===== src/include/tmc_map.svh =====
// Purpose: Offsets, field positions, reset values and timing counts of the temperature measurement control block.
// Assumes: Byte-wide registers reached at their printed offsets over the register port.
// Notes:   Definitions only; included by bare name.
`ifndef TMC_MAP_SVH
`define TMC_MAP_SVH

// Register offsets
`define TMC_ADDR_CONTROL        8'h3e
`define TMC_ADDR_INT_RESULT     8'h3f
`define TMC_ADDR_EXT_VALUE      8'h40

// Control register fields
`define TMC_CTRL_BUSY_BIT       7
`define TMC_CTRL_ENABLE_BIT     2
`define TMC_CTRL_REPEAT_BIT     1
`define TMC_CTRL_SELECT_BIT     0

// Reset values
`define TMC_RST_CONTROL         8'h00
`define TMC_RST_INT_RESULT      8'h19
`define TMC_RST_EXT_VALUE       8'h00
`define TMC_RDATA_NONE          8'h00

// Compensation window limits, two's complement whole degrees
`define TMC_TEMP_MAX            8'h59
`define TMC_TEMP_MIN            8'hda

// Timing: nominal measurement period and its cycle count at the 125 MHz clock
`define TMC_CLK_HZ              64'd125000000
`define TMC_MEAS_PERIOD_MS      64'd20
`define TMC_MEAS_CYCLES         ((`TMC_MEAS_PERIOD_MS * `TMC_CLK_HZ) / 64'd1000)
`define TMC_TIMER_W             22

`endif


===== src/include/tmc_pkg.sv =====
// Purpose: Types shared by the temperature measurement control design files.
// Assumes: Constants come from tmc_map.svh.
// Notes:   State codes are one-hot.
package tmc_pkg;

    // Temperature in two's complement whole degrees
    typedef logic signed [7:0] tmc_temp_type;

    // Measurement sequencer states
    typedef enum logic [1:0] {
        TMC_IDLE    = 2'b01,
        TMC_MEASURE = 2'b10
    } tmc_state_type;

endpackage : tmc_pkg


===== src/design/tmc_period_timer.sv =====
// Purpose: Down-counter that times one measurement period.
// Assumes: Start and abort come from logic on the same clock.
// Notes:   A start while running reloads the full period.
`timescale 1ns/100ps
`include "tmc_map.svh"

module tmc_period_timer
    import tmc_pkg::*;
#(
    parameter logic [`TMC_TIMER_W-1:0] PERIOD_CYCLES = `TMC_TIMER_W'(`TMC_MEAS_CYCLES)
) (
    // Clock and reset
    input  wire logic clk_in,
    input  wire logic nrst_in,
    // Control
    input  wire logic start_in,
    input  wire logic abort_in,
    // Status
    output logic      running_out,
    output logic      done_out
);

    logic [`TMC_TIMER_W-1:0] count_reg;
    logic [`TMC_TIMER_W-1:0] count_next;
    logic                    run_reg;
    logic                    run_next;
    logic                    last_tick;

    // Final cycle of a running period
    assign last_tick = run_reg && (count_reg == `TMC_TIMER_W'(1));

    // Next count: start beats abort, abort beats expiry
    assign count_next = start_in  ? PERIOD_CYCLES :
                        abort_in  ? '0 :
                        run_reg   ? count_reg - `TMC_TIMER_W'(1) : count_reg;
    assign run_next   = start_in || (!abort_in && run_reg && !last_tick);

    // Counter state
    always_ff @(posedge clk_in) begin
        if (!nrst_in) begin
            count_reg <= '0;
            run_reg   <= 1'b0;
        end else begin
            count_reg <= count_next;
            run_reg   <= run_next;
        end
    end

    // Expiry is suppressed when a restart or abort lands on the last cycle
    assign done_out    = last_tick && !start_in && !abort_in;
    assign running_out = run_reg;

endmodule : tmc_period_timer


===== src/design/tmc_temperature_measure_control.sv =====
// Purpose: Control and result registers of the on-chip temperature converter, with the compensation source mux.
// Assumes: Serial interface decodes accesses into one-cycle read and write strobes on this clock.
// Notes:   The converter code comes from the analog side and is synchronised before use.
//          Bits 6..3 of the control register are not stored and read as zero.
//          The busy interval is a fixed nominal count; the real sensor time drifts with temperature.
//          Compensation sees the clamped value; the registers keep the raw value for readback.
//          A host write of the enable bit always wins over any automatic start.
`timescale 1ns/100ps
`include "tmc_map.svh"

// Summary of operation
// - Control bit 7 shows measurement in progress
// - Writing enable 1 always starts fresh period
// - Period lasts nominal twenty milliseconds
// - Enable 0 keeps sensor off, no measurements
// - Repeat bit with enable measures back to back
// - Without repeat, measure at start-up, power-save exit
// - Power-save suspends repeated measurements
// - Select bit picks internal or host temperature
// - Result register read-only, resets to 25 degrees
// - Temperatures are 8-bit two's complement degrees
// - Compensation clamps above 89 to 89
// - Compensation clamps below -38 to -38
// - Host temperature register read-write, resets zero
module tmc_temperature_measure_control
    import tmc_pkg::*;
#(
    parameter logic [`TMC_TIMER_W-1:0] MEAS_CYCLES = `TMC_TIMER_W'(`TMC_MEAS_CYCLES)
) (
    // Clock and reset
    input  wire logic       clk_in,
    input  wire logic       nrst_in,
    // Register port from the serial interface
    input  wire logic [7:0] reg_addr_in,
    input  wire logic [7:0] reg_wdata_in,
    input  wire logic       reg_wr_in,
    input  wire logic       reg_rd_in,
    output logic      [7:0] reg_rdata_out,
    // Device mode
    input  wire logic       startup_in,
    input  wire logic       power_save_in,
    // Analog converter
    input  wire logic [7:0] sensor_code_in,
    output logic            sensor_enable_out,
    output logic            conv_start_out,
    // Compensation source
    output logic      [7:0] comp_temp_out
);

    // Register storage
    // Only bits 2..0 and the busy flag of the control register hold state
    logic          sensor_enable_reg;
    logic          sensor_enable_next;
    logic          repeat_conversion_enable_reg;
    logic          repeat_conversion_enable_next;
    logic          external_source_select_reg;
    logic          external_source_select_next;
    logic          conversion_active_flag_reg;
    logic          conversion_active_flag_next;
    tmc_temp_type  int_result_reg;
    tmc_temp_type  int_result_next;
    tmc_temp_type  ext_value_reg;
    tmc_temp_type  ext_value_next;
    logic [7:0]    rdata_reg;
    logic [7:0]    rdata_next;
    tmc_temp_type  comp_reg;
    tmc_temp_type  comp_next;

    // Sequencer
    // The state mirrors the timer; it keeps automatic starts out of a running period
    tmc_state_type state_reg;
    tmc_state_type state_next;
    logic          power_save_prev_reg;
    logic          start_pulse_reg;

    // Converter code synchroniser
    // Two stages per bit; only the second stage is read
    logic [7:0]    code_meta_reg;
    logic [7:0]    code_sync_reg;

    // Decode and control wires
    // Named wires keep the clocked blocks to plain register loads
    logic          hit_control;
    logic          hit_int_result;
    logic          hit_ext_value;
    logic          wr_control;
    logic          wr_ext_value;
    logic          host_start;
    logic          host_disable;
    logic          ps_exit;
    logic          auto_start;
    logic          start_meas;
    logic          abort_meas;
    logic          timer_done;
    logic [7:0]    control_view;
    tmc_temp_type  comp_source;

    // Clamp a temperature into the compensation window
    // Signed compare: an unsigned one would put every negative value above the top limit
    function automatic tmc_temp_type clamp_temp(input tmc_temp_type value);
        tmc_temp_type hi;
        tmc_temp_type lo;
        hi = tmc_temp_type'(`TMC_TEMP_MAX);
        lo = tmc_temp_type'(`TMC_TEMP_MIN);
        if (value > hi) begin
            clamp_temp = hi;
        end else if (value < lo) begin
            clamp_temp = lo;
        end else begin
            clamp_temp = value;
        end
    endfunction : clamp_temp

    // Offset compare, shared by read and write decode
    // A function so that read and write decode cannot drift apart
    function automatic logic addr_is(input logic [7:0] addr, input logic [7:0] offset);
        addr_is = (addr == offset);
    endfunction : addr_is

    // Address decode
    // Only full eight-bit matches hit; every other offset is unmapped
    assign hit_control    = addr_is(reg_addr_in, `TMC_ADDR_CONTROL);
    assign hit_int_result = addr_is(reg_addr_in, `TMC_ADDR_INT_RESULT);
    assign hit_ext_value  = addr_is(reg_addr_in, `TMC_ADDR_EXT_VALUE);
    assign wr_control     = reg_wr_in && hit_control;
    assign wr_ext_value   = reg_wr_in && hit_ext_value;

    // Host-driven starts and stops
    // A restart reloads the timer instead of queueing, so the host always gets
    // a full period after its last enabling write
    assign host_start   = wr_control && reg_wdata_in[`TMC_CTRL_ENABLE_BIT];
    assign host_disable = wr_control && !reg_wdata_in[`TMC_CTRL_ENABLE_BIT];

    // Leaving power-save is seen as a falling level
    // Power-save is on this clock, so one history flop suffices; it resets to awake,
    // so no false exit follows reset
    assign ps_exit = power_save_prev_reg && !power_save_in;

    // Automatic starts need the sensor enabled and the sequencer idle
    // Waiting for idle keeps a repeat start from cutting its own period short;
    // in repeat mode the busy flag is low for exactly one cycle between periods
    assign auto_start = sensor_enable_reg && !host_disable && (state_reg == TMC_IDLE) &&
                        (startup_in || ps_exit ||
                         (repeat_conversion_enable_reg && !power_save_in));

    // A host start restarts even a running period
    // A disabling write drops the running period without a result
    assign start_meas = host_start || auto_start;
    assign abort_meas = host_disable && !host_start;

    // Period timer with the nominal busy interval
    // The count is fixed; a temperature-dependent period would need a done
    // signal from the converter, which this block does not receive
    tmc_period_timer #(
        .PERIOD_CYCLES (MEAS_CYCLES)
    ) u_period_timer (
        .clk_in      (clk_in),
        .nrst_in     (nrst_in),
        .start_in    (start_meas),
        .abort_in    (abort_meas),
        .running_out (),
        .done_out    (timer_done)
    );

    // Sequencer next state
    // Only the two one-hot codes are legal; an upset code falls back to idle
    always_comb begin
        state_next = state_reg;
        unique case (state_reg)
            TMC_IDLE: begin
                if (start_meas) begin
                    state_next = TMC_MEASURE;
                end
            end
            TMC_MEASURE: begin
                if (abort_meas || (timer_done && !start_meas)) begin
                    state_next = TMC_IDLE;
                end
            end
            default: begin
                state_next = TMC_IDLE;
            end
        endcase
    end

    // Control fields: only bits 2..0 are writable
    // Bits 7..3 of a write are dropped; busy belongs to the sequencer
    assign sensor_enable_next            = wr_control ? reg_wdata_in[`TMC_CTRL_ENABLE_BIT] : sensor_enable_reg;
    assign repeat_conversion_enable_next = wr_control ? reg_wdata_in[`TMC_CTRL_REPEAT_BIT] :
                                                        repeat_conversion_enable_reg;
    assign external_source_select_next   = wr_control ? reg_wdata_in[`TMC_CTRL_SELECT_BIT] :
                                                        external_source_select_reg;

    // Busy: a start wins over a completion in the same cycle
    // so a restart on the last cycle never shows a done that no result follows;
    // an abort clears it without touching the result
    assign conversion_active_flag_next = start_meas ? 1'b1 :
                                         (timer_done || abort_meas) ? 1'b0 :
                                         conversion_active_flag_reg;

    // Result is loaded only by the converter, never by the host
    // The code is taken only at period end; the converter must hold it steady
    // for the last two cycles, as the synchroniser adds two cycles of delay
    assign int_result_next = timer_done ? tmc_temp_type'(code_sync_reg) : int_result_reg;

    // Host temperature register
    // Stored raw; clamping applies to the compensation path only
    assign ext_value_next = wr_ext_value ? tmc_temp_type'(reg_wdata_in) : ext_value_reg;

    // Readback of the control register
    // Unstored bits 6..3 read as zero
    assign control_view = {conversion_active_flag_reg,
                           4'h0,
                           sensor_enable_reg,
                           repeat_conversion_enable_reg,
                           external_source_select_reg};

    // Read data: unmapped offsets answer zero
    // Registered and held until the next read, so the serial side may
    // shift the byte out over several cycles
    assign rdata_next = !reg_rd_in     ? rdata_reg :
                        hit_control    ? control_view :
                        hit_int_result ? 8'(int_result_reg) :
                        hit_ext_value  ? 8'(ext_value_reg) : `TMC_RDATA_NONE;

    // Compensation source and clamp
    // One cycle behind the registers; the compensation path tolerates the lag
    assign comp_source = external_source_select_reg ? ext_value_reg : int_result_reg;
    assign comp_next   = clamp_temp(comp_source);

    // Converter code crosses in from the analog side; sampled every cycle, used only at period end
    // Bits are not gray coded; a word caught mid-change is harmless only because
    // the code stands still well before the period ends
    always_ff @(posedge clk_in) begin
        if (!nrst_in) begin
            code_meta_reg <= 8'h00;
            code_sync_reg <= 8'h00;
        end else begin
            code_meta_reg <= sensor_code_in;
            code_sync_reg <= code_meta_reg;
        end
    end

    // Sequencer state and mode history
    // The start pulse is registered so the converter sees a clean one-cycle strobe
    always_ff @(posedge clk_in) begin
        if (!nrst_in) begin
            state_reg           <= TMC_IDLE;
            power_save_prev_reg <= 1'b0;
            start_pulse_reg     <= 1'b0;
        end else begin
            state_reg           <= state_next;
            power_save_prev_reg <= power_save_in;
            start_pulse_reg     <= start_meas;
        end
    end

    // Control reset value, split into its stored fields below
    localparam logic [7:0] CTRL_RST = `TMC_RST_CONTROL;

    // Control register; the busy flag takes its reset from the readback bit
    always_ff @(posedge clk_in) begin
        if (!nrst_in) begin
            sensor_enable_reg            <= CTRL_RST[`TMC_CTRL_ENABLE_BIT];
            repeat_conversion_enable_reg <= CTRL_RST[`TMC_CTRL_REPEAT_BIT];
            external_source_select_reg   <= CTRL_RST[`TMC_CTRL_SELECT_BIT];
            conversion_active_flag_reg   <= CTRL_RST[`TMC_CTRL_BUSY_BIT];
        end else begin
            sensor_enable_reg            <= sensor_enable_next;
            repeat_conversion_enable_reg <= repeat_conversion_enable_next;
            external_source_select_reg   <= external_source_select_next;
            conversion_active_flag_reg   <= conversion_active_flag_next;
        end
    end

    // Temperature registers
    // Result resets to 25 degrees so compensation has a sane value before any measurement
    always_ff @(posedge clk_in) begin
        if (!nrst_in) begin
            int_result_reg <= tmc_temp_type'(`TMC_RST_INT_RESULT);
            ext_value_reg  <= tmc_temp_type'(`TMC_RST_EXT_VALUE);
        end else begin
            int_result_reg <= int_result_next;
            ext_value_reg  <= ext_value_next;
        end
    end

    // Output registers
    // Compensation resets to the result's reset value, not to the host register
    always_ff @(posedge clk_in) begin
        if (!nrst_in) begin
            rdata_reg <= `TMC_RDATA_NONE;
            comp_reg  <= tmc_temp_type'(`TMC_RST_INT_RESULT);
        end else begin
            rdata_reg <= rdata_next;
            comp_reg  <= comp_next;
        end
    end

    // Outputs; sensor power follows the enable bit alone
    // The sensor stays powered between periods while enabled; a write of 0 switches it off
    assign reg_rdata_out     = rdata_reg;
    assign sensor_enable_out = sensor_enable_reg;
    assign conv_start_out    = start_pulse_reg;
    assign comp_temp_out     = 8'(comp_reg);

endmodule : tmc_temperature_measure_control


===== config.mk =====
export PLATFORM = sky130hd
export DESIGN_NAME = tmc_temperature_measure_control
export DESIGN_NICKNAME = d
export VERILOG_FILES = /design/src/include/tmc_pkg.sv /design/src/design/tmc_period_timer.sv /design/src/design/tmc_temperature_measure_control.sv
export VERILOG_INCLUDE_DIRS = /design/src /design/src/include
export SDC_FILE = /design/constraint.sdc
export NUM_CORES = 1
export LEC_CHECK = 0
export BUFFER_PORTS_ARGS = -buffer_cell sky130_fd_sc_hd__buf_4
export CAP_MARGIN = 20
export CORE_MARGIN = 3
export CORE_UTILIZATION = 50
export CTS_CLUSTER_SIZE = 40
export DETAILED_ROUTE_END_ITERATION = 8
export GPL_TIMING_DRIVEN = 0
export PLACE_DENSITY = 0.81
export SETUP_SLACK_MARGIN = 0.1
export SLEW_MARGIN = 30
export SYNTH_ARGS = -nofsm -noshare
export SYNTH_HDL_FRONTEND = slang
export SYNTH_SLANG_ARGS = --single-unit

===== constraint.sdc =====
create_clock -name clk_in -period 3.7 [get_ports clk_in]
set_input_delay 0.37 -clock clk_in [delete_from_list [all_inputs] [get_ports clk_in]]
set_output_delay 0.37 -clock clk_in [all_outputs]
set_load 0.01 [all_outputs]

* Yosys cells after proc, flatten, opt, wreduce, memory -nomap -nowiden
Cells that the tools add are included.
** Word-level totals
- Register bits after elaboration :: 79
- Input bits :: 30
- Output and inout bits :: 18
** Cells by class
- Add/sub/neg operators :: 1
- Order comparisons :: 2
- Equal/unequal tests :: 8
- Muxes and demuxes :: 14
- Bitwise logic cells :: 1
- Reduce and logical (&&, ||, !) cells :: 35
** Operators by type and width (count)
- 22-bit two-way mux :: 3
- 8-bit two-way mux :: 5
- 22-bit by 1-bit equality test with 1-bit output (second input constant) :: 1
- 22-bit by 1-bit subtractor with 22-bit output (second input constant) :: 1
- 8-bit by 6-bit equality test with 1-bit output (second input constant) :: 2
- 1-bit logical AND :: 16
- 8-bit by 7-bit equality test with 1-bit output (second input constant) :: 1
- 8-bit greater-than comparator (second input constant) :: 1
- 8-bit by 7-bit less-than comparator with 1-bit output (second input constant) :: 1
- 1-bit logical NOT :: 7
- 7-bit two-way mux :: 1
- 1-bit logical OR :: 6
- 3-bit OR reduction :: 2
- 2-bit two-way mux :: 2
- 2-bit != test (second input constant) :: 2
- 2-bit one-hot mux with 2 select lines :: 1
- 3-bit nonzero test :: 1
- 2-bit by 1-bit equality test with 1-bit output (second input constant) :: 1
- 2-bit equality test (second input constant) :: 1
- 1-bit two-way mux :: 2
- 2-bit AND reduction :: 1
- 2-bit nonzero test :: 1
- 2-bit OR reduction :: 1
- 1-bit inverter :: 1

* Logic depth before layout (Yosys ltp)
Gate-level depths: netlist (run 1).
- Depth in word-level cells :: 15
- Mapped depth :: 10

* Modules after synthesis
From an unflattened synthesis (run 1), not the netlist that was laid out.
** Second synthesis, totals
- Cells, all modules :: 357
- Area, all modules :: 3428.3 um2
** By module, submodules not included
- tmc_temperature_measure_control :: times used 1, cells each 222, area an instance 2248.4 um2, seq. area each 1121.1 um2
- tmc_period_timer :: times used 1, cells each 135, area an instance 1179.9 um2, seq. area each 460.4 um2

* Least setup slack after synthesis (run 1)
Ideal clock, no wire load.
- Path kind :: register -> register
- From :: register u_period_timer.count_reg[9]
- To :: register int_result_reg[0]
- Library setup time :: 0.126 ns
- Arrival :: 1.768 ns
- Path slack :: 1.805 ns
- Stages on the path, launching flop included :: 7
- Clock period less this slack :: 1.895 ns
- Cells stage by stage :: dfxtp_1 or4_4 nor4_1 nor4b_2 buf_6 mux2i_1 nand2_1
** On the way
- Cells in the longest elaborated chain, start to end :: 4
** RTL lines
- from (decl) :: RTL line tmc_period_timer.sv:23 : logic [`TMC_TIMER_W-1:0] count_reg;
- from (signal assigned) :: RTL line tmc_period_timer.sv:44 : count_reg <= count_next;
- 22-bit by 1-bit equality test with 1-bit output :: RTL line tmc_period_timer.sv:30 : assign last_tick = run_reg && (count_reg == `TMC_TIMER_W'(1));
- 1-bit logical AND :: RTL line tmc_period_timer.sv:30
- 1-bit logical AND (2 in a row) :: RTL line tmc_period_timer.sv:50 : assign done_out = last_tick && !start_in && !abort_in;
- to (signal assigned) :: RTL line tmc_temperature_measure_control.sv:280 : int_result_reg <= tmc_temp_type'(`TMC_RST_INT_RESULT);
- to (signal assigned) :: RTL line tmc_temperature_measure_control.sv:283 : int_result_reg <= int_result_next;
- to (decl) :: RTL line tmc_temperature_measure_control.sv:60 : tmc_temp_type int_result_reg;
No other way between the ends.
A chain may end at the register's enable or synchronous reset.

* Final worst setup path (run 1)
- From :: register u_period_timer.count_reg[9]
- To :: register int_result_reg[3]
Same word-level chain as after synthesis.

==> metrics.txt, run 1 <==
Post-Route WL=roughly 7.6 mm; IO Count=48; final period utilization=0.5923; RSZ-0062 raised after global routing=false; initial drt markers=225; most frequent cell after synthesis=dfxtp_1; GRT overflow=0; HP Start=sensor_code_in[6]; placement-stage cell area=0.003797 mm2; total CTS buffers=9; CTS max path bufs=2; Hold Violations, Final=0; FP Rows=29; Yosys top cell area share=0.4713; ys flop type=dfxtp_1; hold_ws=223.5 ps; initial antenna violation count=0; Layout area overhead=18.72%; core area=roughly 0.0064 mm2; All-Layer GR Usage=0.2043; CTS H-tree depth=3; # fillers=550; cell count after synthesis=approximately 370; Syn Nets=~400; Crit. End Element=flop; Die X=roughly 90 um; final setup fails=0; Seq/Total Area, Yosys=0.4713; Max Slew Vio Count=0; Worst slew margin=0.4460; min cycle time layout=between 2000 and 2500 ps; clk_lat worst skew=roughly 340 ps; Yosys cell types=between 50 and 60; CP arrival=2410 ps; Max Cap Violations=0; Post-DP HPWL=5.591 mm; Worst Skew=6.424 ps; Die Ht=87.93 um; crit-path max FO=10; critical path class=reg2reg; DR vias=approximately 2900; largest net degree at the start of global routing=17; ANT nets after route=0; sw frac=0.2527; Internal=between 1000 and 1500 uW; first-pass GRT wire length=approximately 12 mm; YS warnings=0; CP startpoint kind=flop; Area contributors post-synth=dfxtp_1 47%, mux2i_1 7.2%, nor2_1 6.2%; R2R depth=6; Hold-fix buffers, CTS=0; first drt pass iteration count=5; nets=458; number of flip-flops in the largest register=22; CTS tree=built; postcts setup bufs=0; RR Startpoint=u_period_timer.count_reg[9]; Post-synth top cells=79 x dfxtp_1, 55 x nor2_1, 24 x mux2i_1, 19 x and2_1, 19 x nand2_1; FF-to-FF setup slack=1510 ps; class of the worst hold path=in2reg; fmax=~460 MHz; CTS resizes=0; number of synthesized flops with an enable pin=0; Final Instance Area=around 0.0040 mm2; DR WL met2=between 3 and 4 mm; reported net switching power=394.1 uW; power density cells=about 390 mW/mm2; Clock power frac=0.387; die area=0.007731 mm2; combinational group share of total power=0.055; Yosys top cell by area=dfxtp_1; Clock Sink Count=between 70 and 80; port buffer count=46; TNS Setup=0 ps; reg-to-reg endpoint=int_result_reg[3]; Top Layer Used=met4; Initial Utilization=0.5225; Hold Path Depth=2; drt wl/cell=~15 um; status=complete, no violations; worst path required time=between 3000 and 4000 ps; DR DRC count=0; Worst-Margin Slew=about 800 ps; sequential share of power=0.557; RePlAce Congestion=between 0.8 and 0.9; Hold Path End=code_meta_reg[6]; leak pwr=0.001660 uW; antenna cells=0; fraction of final layout cells sized beyond drive strength 1=0.1814; Worst-path clk slew=about 90 ps; Met3 Wirelength=575 um; Metal-1 WL=3.630 mm; Async S/R FF share, synth=0; worst vdd ir=0.2166 mV; vias in the first global route=about 2700; vias per inst=roughly 5.7; clk root buf=clkbuf_8; synthesized area=0.003356 mm2; Synth Register Bits=79; Syn Area/Cell=approximately 9.1 um2; total power=approximately 1600 uW
[stage by stage]
stage | cells | util | setup WS [ps]
2_1_floorplan | 368 | - | 1805
3_3_place_gp | 491 | 0.5913 | 1469
3_5_place_dp | 491 | 0.5913 | 1423
4_1_cts | 507 | 0.6203 | 1520
5_1_grt | 507 | 0.6203 | 1294
6_report | 507 | 0.6203 | 1509
[layout make-up]
class / count / area [um2] / share of cell area
multi-input combinational: 265 / 1673 / 0.4199
clock inverter: 7 / 62.56 / 0.01570
clock buffer: 9 / 123.9 / 0.03109
sequential: 79 / 1582 / 0.3970
tap: 77 / 96.34 / 0.02418
inverter: 7 / 26.28 / 0.006595
buffer: 17 / 75.07 / 0.01884
timing repair buffer: 46 / 345.3 / 0.08668
[cell families after synthesis]
| group | after synthesis | share of synthesized area |
|---|---|---|
| flops | 79 | 0.4713 |
| compound gates | 61 | 0.1189 |
| mux | 26 | 0.07830 |
| simple gates | 160 | 0.2509 |
| buf+inv | 24 | 0.03020 |
| xor+xnor | 15 | 0.03915 |
| fa+ha+maj | 3 | 0.01119 |
[how the worst max path moves through the flow]
| stage | slack [ps] | cells after the start | end | start |
|---|---|---|---|---|
| after floorplan | 1810 | 6 | int_result_reg[0] | u_period_timer.count_reg[9] |
| after global placement | 1470 | 8 | u_period_timer.count_reg[6] | reg_addr_in[6] |
| after detailed placement | 1420 | 7 | u_period_timer.count_reg[4] | power_save_in |
| after CTS | 1520 | 6 | int_result_reg[3] | u_period_timer.count_reg[9] |
| after global routing | 1290 | 5 | u_period_timer.count_reg[21] | u_period_timer.count_reg[0] |
| final | 1510 | 6 | int_result_reg[3] | u_period_timer.count_reg[9] |
[layout by cell type, fill, tap and decap left out, types with 4 or more instances in the layout]
master	n
o21ai_0	8
a21oi_1	18
inv_1	7
xnor2_1	10
nand3_1	6
nand2_1	19
buf_4	46
dfxtp_1	79
nor4_1	6
nor2_1	55
nor3_1	16
xor2_1	5
nand4_1	5
and2_1	19
a22oi_1	4
a31oi_1	5
clkbuf_1	11
a211oi_1	9
and3_1	5
nand2b_1	6
nor2b_1	4
clkbuf_8	9
mux2i_1	24
[metal layers]
metal / GRT usage / vias up
met5: 0 / -
met4: 0.08368 / 0
met3: 0.03669 / 14
met2: 0.3144 / 113
met1: 0.2831 / 1330
li1: - / 1413
[power groups by stage]
| stage | registers (uW) | logic (uW) | clock network [uW] |
|---|---|---|---|
| finish | 869 | 86.5 | 604 |
| global route | 871 | 95.5 | 644 |
| CTS | 869 | 86.5 | 608 |
| detailed placement | 889 | 85.8 | 0 |
| global placement | 889 | 84.1 | 0 |
| floorplan | 890 | 40.3 | 0 |
[worst max-delay path, cell delays in order (launching register included)]
cell,delay [ps]
dfxtp_1,350
or4_4,580
nor4_1,280
nor4b_2,370
buf_6,220
mux2i_1,200
nand2_1,80
Power figures use the tool's default switching activity.
==> run 2, diff against run 1 <==
ABC_AREA = 1   (was not set)
PLACE_DENSITY = 0.84   (was 0.81)
clock period = 2 ns   (was 3.7 ns; I/O delays follow)
==> run 2 against run 1 <==
Hold slack worse by 210 ps. Fmax is 24% higher. Via count up 17%. Register-to-register slack worse by 1300 ps. Area after synthesis is 5.9% higher. Final cell count is 28% higher. Sequential share of layout area decreased by 2.5 points. Final area grew 6.8%. Clock skew rose by 6.2 ps. Highest routed layer unchanged.
==> metrics.txt, run 2 <==
final period utilization=0.8828 (was 0.5923); vias per inst=5.178 (was 5.661); CTS tree=built (unchanged); Worst Skew=12.66 ps (was 6.424 ps); ys flop type=dfxtp_1 (unchanged); ANT nets after route=0 (unchanged); initial drt markers=337 (was 225); Syn Nets=525 (was 401); CP top delay family=compound AO/OA/AOI/OAI gates (was simple AND/OR/NAND/NOR gates); clk root buf=clkbuf_8 (unchanged); most used cell, CP=nand2_1; Async S/R FF share, synth=0 (unchanged); die area=0.008154 mm2 (was 0.007731 mm2); nets=582 (was 458); number of flip-flops in the largest register=22 (unchanged); Syn Area/Cell=7.222 um2 (was 9.119 um2); leak pwr=0.002023 uW (was 0.001660 uW); Yosys top cell area share=0.4451 (was 0.4713); class of the worst hold path=in2reg (unchanged); Max Cap Violations=0 (unchanged); CTS max path bufs=2 (unchanged); placed insts=634 (was 491); worst stage delay on the critical path=320 ps (was 580 ps); fin util=0.6229 (was 0.6203); Crit. End Element=flop (unchanged); power density cells=713.8 mW/mm2 (was 391.5 mW/mm2); Yosys top cell by area=dfxtp_1 (unchanged); critical path class=reg2reg (unchanged); area of the multi-input gates=0.001707 mm2 (was 0.001673 mm2); Initial Utilization=0.5201 (was 0.5225); crit-path max FO=10 (unchanged); number of synthesized flops with an enable pin=0 (unchanged); Worst slew margin=0.6107 (was 0.4460); Seq/Total Area, Yosys=0.4451 (was 0.4713); synthesized area=0.003553 mm2 (was 0.003356 mm2); clk_lat worst skew=360 ps (was 340 ps); Max Slew Vio Count=0 (unchanged); R2R depth=11 (was 6); register area=0.001582 mm2 (unchanged); Clock Sink Count=79 (unchanged); RR Startpoint=external_source_select_reg (was u_period_timer.count_reg[9]); fraction of final layout cells sized beyond drive strength 1=0.1769 (was 0.1814); Area contributors post-synth=dfxtp_1 45%, nand2_1 13%, nor2_1 7.2% (was dfxtp_1 47%, mux2i_1 7.2%, nor2_1 6.2%); fmax=566.4 MHz (was 456.3 MHz); status=complete, no violations (unchanged); min cycle time layout=1766 ps (was 2191 ps); CP arrival=2040 ps (was 2410 ps); Die X=90.30 um (was 87.93 um); Die Ht=90.30 um (was 87.93 um); CTS H-tree depth=3 (unchanged); All-Layer GR Usage=0.2010 (was 0.2043); critical path, cell by cell=buf_4, nand2_1, o21ai_1, nand2_1, nand2_1, o21ai_2, nand3_2, ha_4, inv_2, o21ai_1, o211ai_1 (was or4_4, nor4_1, nor4b_2, buf_6, mux2i_1, nand2_1); core area=0.006832 mm2 (was 0.006422 mm2); Post-Route WL=7.977 mm (was 7.555 mm); GRT overflow=0 (unchanged); commonest non-fill, non-tap cell in the layout=nand2_1 (was dfxtp_1); Setup crit end=comp_temp_out[0] (was int_result_reg[3]); Worst-path clk slew=90 ps (about the same); Post-DP HPWL=5.910 mm (was 5.591 mm); first drt pass iteration count=5 (unchanged); worst path required time=2280 ps (was 3920 ps); drt wl/cell=12.27 um (was 14.90 um); port buffer count=46 (unchanged); crit path launch=external_source_select_reg (was u_period_timer.count_reg[9]); RePlAce Congestion=0.9013 (was 0.8921); buffers and inverters on the worst path=2 (was 1); initial antenna violation count=0 (unchanged); placement-stage cell area=0.004019 mm2 (was 0.003797 mm2); Hold-fix buffers, CTS=0 (unchanged); reg-to-reg endpoint=comp_temp_out[0] (was int_result_reg[3]); YS warnings=0 (unchanged); Final Instance Area=0.004255 mm2 (was 0.003984 mm2); FF-to-FF setup slack=230 ps (was 1510 ps); Post-synth top cells=126 x nand2_1, 79 x dfxtp_1, 68 x nor2_1, 55 x inv_1, 35 x nand3_1 (was 79 x dfxtp_1, 55 x nor2_1, 24 x mux2i_1, 19 x and2_1, 19 x nand2_1); Layout area overhead=19.75% (was 18.72%); most frequent cell after synthesis=nand2_1 (was dfxtp_1); most frequent cells in the layout=126 x nand2_1, 79 x dfxtp_1, 68 x nor2_1 (was 79 x dfxtp_1, 55 x nor2_1, 46 x buf_4); DR DRC count=0 (unchanged); # fillers=613 (was 550); vias in the first global route=2987 (was 2662); RSZ-0062 raised after global routing=false (unchanged); first-pass GRT wire length=13.48 mm (was 12.43 mm); FP Rows=30 (was 29); Worst-Margin Slew=579.6 ps (was 823.5 ps); final setup fails=0 (unchanged); WP depth=11 (was 6); IO Count=48 (unchanged); largest net degree at the start of global routing=17 (unchanged); worst vdd ir=0.3680 mV (was 0.2166 mV); Yosys cell types=35 (was 52); fin cells=650 (was 507); total CTS buffers=9 (unchanged); postcts setup bufs=0 (unchanged); Worst path slowest cell=dfxtp_1 (was or4_4); Hold Violations, Final=0 (unchanged); Synth Register Bits=79 (unchanged); DR vias=3366 (was 2870); antenna cells=0 (unchanged); CP startpoint kind=flop (unchanged); cell count after synthesis=492 (was 368)
## run 2: changes by cell type in the layout (fill, tap and decap cells not counted), sizes merged, moves of 7 or more
| cell | previous run | this run |
|---|---|---|
| inv | 11 | 63 |
| xnor2 | 10 | 3 |
| nor2 | 56 | 74 |
| nand3 | 6 | 37 |
| a21oi | 18 | 32 |
| nor3 | 17 | 5 |
| a211oi | 9 | 0 |
| o21ai | 9 | 24 |
| and2 | 19 | 0 |
| nand2 | 19 | 131 |
| mux2i | 24 | 1 |
## run 2: routing by layer
metal  global-route usage  vias up  wire [um]
met5                    0        -          0
met4               0.1008        0        181
met3              0.05250       19        611
met2               0.3161      141       3639
met1               0.2554     1527       3544
li1                     -     1679          -
## run 2: repair_timing
item	4_1_cts	5_1_grt
setup endpoints to repair	5	6
resized for setup	2	9
pin swaps	0	4
## run 2: cell type report
type,instances,share of cell area
clock buffer,9,0.02911
sequential,79,0.3717
inverter,60,0.05469
buffer,11,0.01441
multi-input combinational,342,0.4011
timing repair buffer,46,0.08115
tap,96,0.02823
clock inverter,7,0.01970
## run 2: cell families (layout without fill, tap and decap cells)
logic type | after synthesis | count (layout) | share of synthesized area
XOR/XNOR | 14 | 14 | 0.03451
adder cells (fa/ha/maj) | 3 | 3 | 0.01056
flip-flops | 79 | 79 | 0.4451
multiplexers | 1 | 1 | 0.002817
buffers and inverters | 71 | 133 | 0.08205
AO/OA/AOI/OAI | 59 | 59 | 0.08592
AND/OR/NAND/NOR | 265 | 265 | 0.3391
## run 2: power by group
part	total, uW	switching (uW)	internal [uW]
clock	1250	646	603
sequential	1600	9.41	1590
combinational	185	109	75.8
total	3040	765	2270
## run 2: worst min-delay path: cells and delay by family
kind,cells,cell delay (ps)
and+or+nand+nor,1,40
buffers and inverters,2,110
## run 2: worst min-delay path by stage
stage	cells after the start	endpoint	start	slack, ps
after floorplan	2	power_save_prev_reg	power_save_in	290
after global placement	3	code_meta_reg[6]	sensor_code_in[6]	380
after detailed placement	3	code_meta_reg[7]	sensor_code_in[7]	380
after CTS	3	code_meta_reg[6]	sensor_code_in[6]	0.4
after global routing	3	code_meta_reg[6]	sensor_code_in[6]	10
final	3	code_meta_reg[6]	sensor_code_in[6]	20
## run 2: per-stage QoR
step	total power (uW)	hold WS, ps	worst slack, ps	setup TNS, ps
floorplan	1737	293.5	333.7	0
global placement	1817	383.8	77.55	0
detailed placement	1823	384.1	-0.07327	-0.07327
CTS	3056	0.4284	121.8	0
global route	3136	12.20	103.8	0
finish	3037	16.13	234.5	0
